File: src/pkg/ofch_pkg.sv
package ofch_pkg;
   // function number of the host controller
   localparam logic [2:0]  FUNC_NUM    = 3'h2;
   // dword byte offsets
   localparam logic [7:0]  OFS_IDENT   = 8'h00;
   localparam logic [7:0]  OFS_CMD     = 8'h04;
   localparam logic [7:0]  OFS_CLASS   = 8'h08;
   localparam logic [7:0]  OFS_CACHE   = 8'h0c;
   localparam logic [7:0]  OFS_BAR0    = 8'h10;
   localparam logic [7:0]  OFS_BAR1    = 8'h14;
   localparam logic [7:0]  OFS_BAR2    = 8'h18;
   localparam logic [7:0]  OFS_CIS     = 8'h28;
   localparam logic [7:0]  OFS_SUBSYS  = 8'h2c;
   localparam logic [7:0]  OFS_CAPPTR  = 8'h34;
   localparam logic [7:0]  OFS_INTR    = 8'h3c;
   localparam logic [7:0]  OFS_HCCTL   = 8'h40;
   localparam logic [7:0]  OFS_PMCAP   = 8'h44;
   localparam logic [7:0]  OFS_PMCSR   = 8'h48;
   localparam logic [7:0]  OFS_RSVD_LO = 8'h4c;
   localparam logic [7:0]  OFS_PHY     = 8'hec;
   localparam logic [7:0]  OFS_MISC    = 8'hf0;
   localparam logic [7:0]  OFS_LINK    = 8'hf4;
   localparam logic [7:0]  OFS_SSACC   = 8'hf8;
   // writable bit masks
   localparam logic [31:0] CMD_WMASK   = 32'h0000_0156;
   localparam logic [31:0] CACHE_WMASK = 32'h0000_ffff;
   localparam logic [31:0] INTL_WMASK  = 32'h0000_00ff;
   localparam logic [31:0] LAT_WMASK   = 32'hffff_0000;
   localparam logic [31:0] PMCSR_WMASK = 32'h0000_0103;
   localparam logic [31:0] FULL_WMASK  = 32'hffff_ffff;
   // values after reset
   localparam logic [31:0] CMD_RST     = 32'h0000_0000;
   localparam logic [31:0] ZERO_RST    = 32'h0000_0000;
   localparam logic [31:0] LAT_RST     = 32'h0000_0000;
   localparam logic [31:0] PMCSR_RST   = 32'h0000_0000;
   // fixed fields
   localparam logic [15:0] STATUS_VAL  = 16'h0210;
   localparam logic [7:0]  HDR_TYPE    = 8'h80;
   localparam logic [7:0]  CAP_PTR     = 8'h44;
   localparam logic [7:0]  CAP_ID_PM   = 8'h01;
   localparam logic [7:0]  CAP_NEXT    = 8'h00;
endpackage

File: src/verilog/ofch_top.sv
`timescale 1ns/1ps
// Operation
// - answer only as function two, standard header
// - sticky bits cleared by global reset only
// - sticky context survives warm resets
// - read-only maker code at 00h
// - read-only part code at 02h, writes ignored
// - command bits 8,6,4,2,1 writable, reset zero
// - decode standard header dwords through 3Ch
module ofch_top
   import ofch_pkg::*;
#(
   parameter logic [15:0] MAKER_ID   = 16'h1234,   // arbitrary value
   parameter logic [15:0] PART_ID    = 16'h5678,   // arbitrary value
   parameter logic [7:0]  REVISION   = 8'h00,
   parameter logic [23:0] CLASS_CODE = 24'h0c0010,
   parameter logic [7:0]  INT_PIN    = 8'h01,
   parameter logic [15:0] PM_CAPS    = 16'h0002,
   parameter logic [31:0] HCC_WMASK  = 32'hffff_ffff,
   parameter int          BAR0_BITS  = 11,
   parameter int          BAR1_BITS  = 14,
   parameter int          BAR2_BITS  = 12
) (
   // clock and resets
   input  wire logic        CLK_SYS,
   input  wire logic        SYS_RST,
   input  wire logic        GLOBAL_RESET_INPUT,
   // configuration access
   input  wire logic        CFG_REQ,
   input  wire logic        CFG_WR,
   input  wire logic [2:0]  CFG_FUNC,
   input  wire logic [7:0]  CFG_ADDR,
   input  wire logic [3:0]  CFG_BE,
   input  wire logic [31:0] CFG_WDATA,
   output logic             CFG_ACK,
   output logic [31:0]      CFG_RDATA,
   // controls to the function
   output logic [15:0]      BUS_COMMAND,
   output logic [31:0]      HC_CONTROL,
   output logic [1:0]       POWER_STATE,
   output logic [31:0]      MULTIFUNCTION_TERMINAL_CONFIG,
   output logic [31:0]      LINK_ENHANCEMENT,
   output logic [31:0]      PHY_ACCESS_CONTROL
);

   localparam logic [31:0] BAR0_MASK = 32'hffff_ffff << BAR0_BITS;
   localparam logic [31:0] BAR1_MASK = 32'hffff_ffff << BAR1_BITS;
   localparam logic [31:0] BAR2_MASK = 32'hffff_ffff << BAR2_BITS;

   function automatic logic [31:0] wmerge(input logic [31:0] old, input logic [31:0] wd,
                                          input logic [3:0] be, input logic [31:0] m);
      logic [31:0] bm;
      bm = {{8{be[3]}}, {8{be[2]}}, {8{be[1]}}, {8{be[0]}}} & m;
      return (old & ~bm) | (wd & bm);
   endfunction

   logic        global_reset_input_m;
   logic        global_reset_input_s;
   logic        rst_any;
   logic [5:0]  cidx;
   logic        hit;
   logic        wr;
   logic        rd;
   logic [31:0] rd_mux;
   logic        ack_q;
   logic [31:0] rdata_q;
   // ordinary registers
   logic [31:0] cmd_q,  cmd_d;
   logic [31:0] cache_q, cache_d;
   logic [31:0] bar0_q, bar0_d;
   logic [31:0] bar1_q, bar1_d;
   logic [31:0] bar2_q, bar2_d;
   logic [31:0] intl_q, intl_d;
   logic [31:0] hcc_q,  hcc_d;
   // sticky registers
   logic [31:0] cis_q,  cis_d;
   logic [31:0] ss_q,   ss_d;
   logic [31:0] lat_q,  lat_d;
   logic [31:0] pm_q,   pm_d;
   logic [31:0] phy_q,  phy_d;
   logic [31:0] misc_q, misc_d;
   logic [31:0] link_q, link_d;

   // global reset pin synchroniser
   always_ff @(posedge CLK_SYS) begin
      global_reset_input_m <= GLOBAL_RESET_INPUT;
      global_reset_input_s <= global_reset_input_m;
   end

   assign rst_any = SYS_RST | global_reset_input_s;
   assign cidx    = CFG_ADDR[7:2];
   assign hit     = CFG_REQ && (CFG_FUNC == FUNC_NUM);
   assign wr      = hit && CFG_WR && !rst_any;
   assign rd      = hit && !CFG_WR && !rst_any;

   // write paths; the identification dwords have none
   assign cmd_d   = (wr && cidx == OFS_CMD[7:2])    ? wmerge(cmd_q, CFG_WDATA, CFG_BE, CMD_WMASK)     : cmd_q;
   assign cache_d = (wr && cidx == OFS_CACHE[7:2])  ? wmerge(cache_q, CFG_WDATA, CFG_BE, CACHE_WMASK) : cache_q;
   assign bar0_d  = (wr && cidx == OFS_BAR0[7:2])   ? wmerge(bar0_q, CFG_WDATA, CFG_BE, BAR0_MASK)    : bar0_q;
   assign bar1_d  = (wr && cidx == OFS_BAR1[7:2])   ? wmerge(bar1_q, CFG_WDATA, CFG_BE, BAR1_MASK)    : bar1_q;
   assign bar2_d  = (wr && cidx == OFS_BAR2[7:2])   ? wmerge(bar2_q, CFG_WDATA, CFG_BE, BAR2_MASK)    : bar2_q;
   assign intl_d  = (wr && cidx == OFS_INTR[7:2])   ? wmerge(intl_q, CFG_WDATA, CFG_BE, INTL_WMASK)   : intl_q;
   assign hcc_d   = (wr && cidx == OFS_HCCTL[7:2])  ? wmerge(hcc_q, CFG_WDATA, CFG_BE, HCC_WMASK)     : hcc_q;
   assign cis_d   = (wr && cidx == OFS_CIS[7:2])    ? wmerge(cis_q, CFG_WDATA, CFG_BE, FULL_WMASK)    : cis_q;
   assign lat_d   = (wr && cidx == OFS_INTR[7:2])   ? wmerge(lat_q, CFG_WDATA, CFG_BE, LAT_WMASK)     : lat_q;
   assign pm_d    = (wr && cidx == OFS_PMCSR[7:2])  ? wmerge(pm_q, CFG_WDATA, CFG_BE, PMCSR_WMASK)    : pm_q;
   assign phy_d   = (wr && cidx == OFS_PHY[7:2])    ? wmerge(phy_q, CFG_WDATA, CFG_BE, FULL_WMASK)    : phy_q;
   assign misc_d  = (wr && cidx == OFS_MISC[7:2])   ? wmerge(misc_q, CFG_WDATA, CFG_BE, FULL_WMASK)   : misc_q;
   assign link_d  = (wr && cidx == OFS_LINK[7:2])   ? wmerge(link_q, CFG_WDATA, CFG_BE, FULL_WMASK)   : link_q;
   // subsystem words load only through the access dword
   assign ss_d    = (wr && cidx == OFS_SSACC[7:2])  ? wmerge(ss_q, CFG_WDATA, CFG_BE, FULL_WMASK)     : ss_q;

   // read decode; anything unmatched reads zero
   always_comb begin
      rd_mux = ZERO_RST;
      if (cidx == OFS_IDENT[7:2]) begin
         rd_mux = {PART_ID, MAKER_ID};
      end else if (cidx == OFS_CMD[7:2]) begin
         rd_mux = {STATUS_VAL, cmd_q[15:0]};
      end else if (cidx == OFS_CLASS[7:2]) begin
         rd_mux = {CLASS_CODE, REVISION};
      end else if (cidx == OFS_CACHE[7:2]) begin
         rd_mux = {8'h00, HDR_TYPE, cache_q[15:0]};
      end else if (cidx == OFS_BAR0[7:2]) begin
         rd_mux = bar0_q;
      end else if (cidx == OFS_BAR1[7:2]) begin
         rd_mux = bar1_q;
      end else if (cidx == OFS_BAR2[7:2]) begin
         rd_mux = bar2_q;
      end else if (cidx == OFS_CIS[7:2]) begin
         rd_mux = cis_q;
      end else if (cidx == OFS_SUBSYS[7:2]) begin
         rd_mux = ss_q;
      end else if (cidx == OFS_CAPPTR[7:2]) begin
         rd_mux = {24'h000000, CAP_PTR};
      end else if (cidx == OFS_INTR[7:2]) begin
         rd_mux = {lat_q[31:16], INT_PIN, intl_q[7:0]};
      end else if (cidx == OFS_HCCTL[7:2]) begin
         rd_mux = hcc_q;
      end else if (cidx == OFS_PMCAP[7:2]) begin
         rd_mux = {PM_CAPS, CAP_NEXT, CAP_ID_PM};
      end else if (cidx == OFS_PMCSR[7:2]) begin
         rd_mux = pm_q;
      end else if (cidx == OFS_PHY[7:2]) begin
         rd_mux = phy_q;
      end else if (cidx == OFS_MISC[7:2]) begin
         rd_mux = misc_q;
      end else if (cidx == OFS_LINK[7:2]) begin
         rd_mux = link_q;
      end else if (cidx == OFS_SSACC[7:2]) begin
         rd_mux = ss_q;
      end
   end

   // bus answer
   always_ff @(posedge CLK_SYS) begin
      if (rst_any) begin
         ack_q   <= 1'b0;
         rdata_q <= ZERO_RST;
      end else begin
         ack_q   <= hit;
         rdata_q <= rd ? rd_mux : ZERO_RST;
      end
   end

   // ordinary registers, cleared by either reset
   always_ff @(posedge CLK_SYS) begin
      if (rst_any) begin
         cmd_q   <= CMD_RST;
         cache_q <= ZERO_RST;
         bar0_q  <= ZERO_RST;
         bar1_q  <= ZERO_RST;
         bar2_q  <= ZERO_RST;
         intl_q  <= ZERO_RST;
         hcc_q   <= ZERO_RST;
      end else begin
         cmd_q   <= cmd_d;
         cache_q <= cache_d;
         bar0_q  <= bar0_d;
         bar1_q  <= bar1_d;
         bar2_q  <= bar2_d;
         intl_q  <= intl_d;
         hcc_q   <= hcc_d;
      end
   end

   // sticky registers, cleared by the global reset alone
   always_ff @(posedge CLK_SYS) begin
      if (global_reset_input_s) begin
         cis_q  <= ZERO_RST;
         ss_q   <= ZERO_RST;
         lat_q  <= LAT_RST;
         pm_q   <= PMCSR_RST;
         phy_q  <= ZERO_RST;
         misc_q <= ZERO_RST;
         link_q <= ZERO_RST;
      end else begin
         cis_q  <= cis_d;
         ss_q   <= ss_d;
         lat_q  <= lat_d;
         pm_q   <= pm_d;
         phy_q  <= phy_d;
         misc_q <= misc_d;
         link_q <= link_d;
      end
   end

   assign CFG_ACK                       = ack_q;
   assign CFG_RDATA                     = rdata_q;
   assign BUS_COMMAND                   = cmd_q[15:0];
   assign HC_CONTROL                    = hcc_q;
   assign POWER_STATE                   = pm_q[1:0];
   assign MULTIFUNCTION_TERMINAL_CONFIG = misc_q;
   assign LINK_ENHANCEMENT              = link_q;
   assign PHY_ACCESS_CONTROL            = phy_q;
endmodule

File: config.mk
export PLATFORM = sky130hd
export DESIGN_NAME = ofch_top
export DESIGN_NICKNAME = d
export VERILOG_FILES = /design/src/pkg/ofch_pkg.sv /design/src/verilog/ofch_top.sv
export SDC_FILE = /design/constraint.sdc
export NUM_CORES = 1
export LEC_CHECK = 0
export ABC_AREA = 1
export ABC_CLOCK_PERIOD_IN_PS = 2020
export BUFFER_PORTS_ARGS = -buffer_cell sky130_fd_sc_hd__buf_2
export CAP_MARGIN = 30
export CORE_ASPECT_RATIO = 0.9
export CORE_MARGIN = 3
export CORE_UTILIZATION = 40
export CTS_CLUSTER_SIZE = 10
export DETAILED_ROUTE_END_ITERATION = 8
export MAX_ROUTING_LAYER = met4
export PLACE_DENSITY = 0.63
export SLEW_MARGIN = 10
export SYNTH_ARGS = -nofsm -noshare
export SYNTH_HDL_FRONTEND = slang
export SYNTH_SLANG_ARGS = --single-unit
File: constraint.sdc
create_clock -name CLK_SYS -period 2.02 [get_ports CLK_SYS]
set_clock_uncertainty 0.05 [all_clocks]
set_input_delay 0.202 -clock CLK_SYS [delete_from_list [all_inputs] [get_ports CLK_SYS]]
set_output_delay 0.202 -clock CLK_SYS [all_outputs]
set_load 0.05 [all_outputs]
==> impl_metrics.yaml <==
outcome:
  outcome: "completed"
worst_setup_path:
  cp-end-kind: "flop"
  critPathLaunchType: "flop"
  cpPeakStageDelay_ns: 0.38
  slowest_stage: "dfxtp_4"
  cp_max_fo: 21
  r2r_cells: 8
  critPathMostFrequentCell: "nor2_4"
  r2r-start: "global_reset_input_s$_DFF_P_"
  critical_path_class: "flop to flop"
  crit_required_ns: 2.34
  path_cells: "nor2_4, nand2_2, nor2_4, buf_12, buf_16, nand3_2, nor2_1, a211oi_1"
  crit_path_start: "global_reset_input_s$_DFF_P_"
  critPathArrivalTime_ns: 2.21
cells_and_area:
  final_util: 0.5018
  nFillCells: 3559
  syn_to_final_growth_pct: 22.99
  instances_no_fill: 2774
  final_nets: 2340
  drive_gt1_frac: 0.2051
  most-common-layout-cells: "nand2_1 (335), dfxtp_1 (333), inv_1 (226)"
  final_cell_area_sq_um: 18230
  final_common_cell: "nand2_1"
floorplanning:
  die_area_sq_um: 39410
  die_h_um: 188.6
  io_pins: 231
  coreArea_sq_um: 36330
  fp-row-count: 66
  dieWidth_um: 208.9
  start_util: 0.4080
global_routing:
  antenna_found_initial: 1
  grt_usage: 0.2646
  grt_pass1_wl_um: 80160
  grt_max_degree: 180
  grt_overflow: 0
  grt_pass1_vias: 13650
placed_design:
  gp_congestion: 0.9040
  placed_cell_area_sq_um: 16970
  placed_cells: 2712
  place_ws_ns: -0.1405
  dp_hpwl_um: 38030
  io_buffers: 217
clock_tree:
  insertion_delay_ns: 0.53
  h-tree-depth: 2
  cts.sinks: 334
  root_buffer: "clkbuf_16"
  clkSlewWorstSetupHoldPaths_ns: 0.06
  cts_setup_buffers: 0
  cts_buffer_depth: 3
  cts_buffers: 40
  cts_tree: "done"
sta:
  max_slew.worst_pin.slew_ns: 0.8450
  hold_violations: 0
  setup_viol: 0
  max_freq_mhz: 529.4
  finalCritPeriodShare: 0.9351
  whs_ns: 0.02297
  slew_headroom: 0.4367
  drv_slew: 0
  tns_ns: 0
  setup_ws_ns: 0.1311
  min_period_ns: 1.889
pwr:
  power_density_nw_per_um2: 746.7
  power_leakage_nw: 7.304
  ir_worst_vdd_mv: 0.4967
  finalPower_mw: 13.61
synthesis:
  synth_area_per_cell_sq_um: 7.292
  synth.distinct_cells: 38
  yosys.area.top_type: "dfxtp_1"
  ys_ff_latch: 334
  synth_top_area_share: 0.4510
  ys.warnings.count: 0
  yosysSeqAreaShare: 0.4510
  netlist_area_sq_um: 14830
  synthCells: 2033
  synth_area_leaders: "dfxtp_1 (45%), nand2_1 (8.5%), a21oi_1 (7.4%)"
hold_path:
  min_path_cells: 3
  hold_start: "CFG_WDATA[3]"
  min_path_type: "input port to flop"
route:
  drc_errors: 0
  viasPerCell: 5.340
  routed_wl_um: 52620
  wire_per_inst_um: 18.97
  dr.pass1.iters: 5
  drt_iter0_drc: 1522
  vias: 14812
  ant_nets: 0
run:
  cap_violations: 0
[cell usage after synthesis (all sizes together)]
cell     count
nand2      340
dfxtp      334
inv        241
nor2       237
a21oi      219
o21ai      165
a211oi     105
buf         92
nand4       88
clkbuf      77
nand3       66
o22ai       37
nor3         8
o2111ai      6
a22oi        3
a31oi        3
a41oi        2
and2         2
clkinv       2
conb         1
nand3b       1
nor4         1
o211ai       1
o221ai       1
o31ai        1
[cell families after synthesis]
kind of cell | Yosys count | share of synthesized area
compound gates | 543 | 0.2082
buf+inv | 412 | 0.1176
flops | 334 | 0.4510
other cells | 1 | 0.0002529
simple gates | 743 | 0.2229
[path summary, 6_finish.rpt]
check	end	slack, ns
max	flop	0.13
min	flop	0.02
max reg2reg	flop	0.13
min reg2reg	global_reset_input_s$_DFF_P_	0.27
[critical path: cells and delay by family (launching register included)]
kind | cells | cell delay [ns]
AND/OR/NAND/NOR | 5 | 0.80
buffers and inverters | 2 | 0.38
AO/OA/AOI/OAI | 1 | 0.06
flip-flops | 1 | 0.38
[what timing repair did]
item	4_1_cts	5_1_grt
endpoints found under the setup margin	0	71
hold buffers	9	0
hold endpoints to repair	20	0
gates resized for setup	0	13
[layer usage]
metal	global-route usage	up-vias	share of wire
met5	-	-	0
met4	0.05769	0	0.020
met3	0.06143	81	0.11
met1	0.3978	6816	0.48
li1	-	7245	-
met2	0.3581	670	0.40
[where the power goes]
group | leakage, nW | internal [mW] | switching [mW]
Sequential | 2.69 | 6.59 | 0.00398
Clock | 0.526 | 3.66 | 2.68
Combinational | 4.09 | 0.163 | 0.512
[cell type report]
type	count	area, sq um	area share
Sequential cell	334	6690	0.3669
Multi-Input combinational cell	1297	6492	0.3561
Timing Repair Buffer	372	2462	0.1350
Clock buffer	50	1070	0.05867
Inverter	243	912.1	0.05002
Tap cell	476	595.6	0.03266
Clock inverter	1	8.758	0.0004803
Antenna cell	1	2.502	0.0001372
No activity file was read; power rests on OpenSTA's default activity.
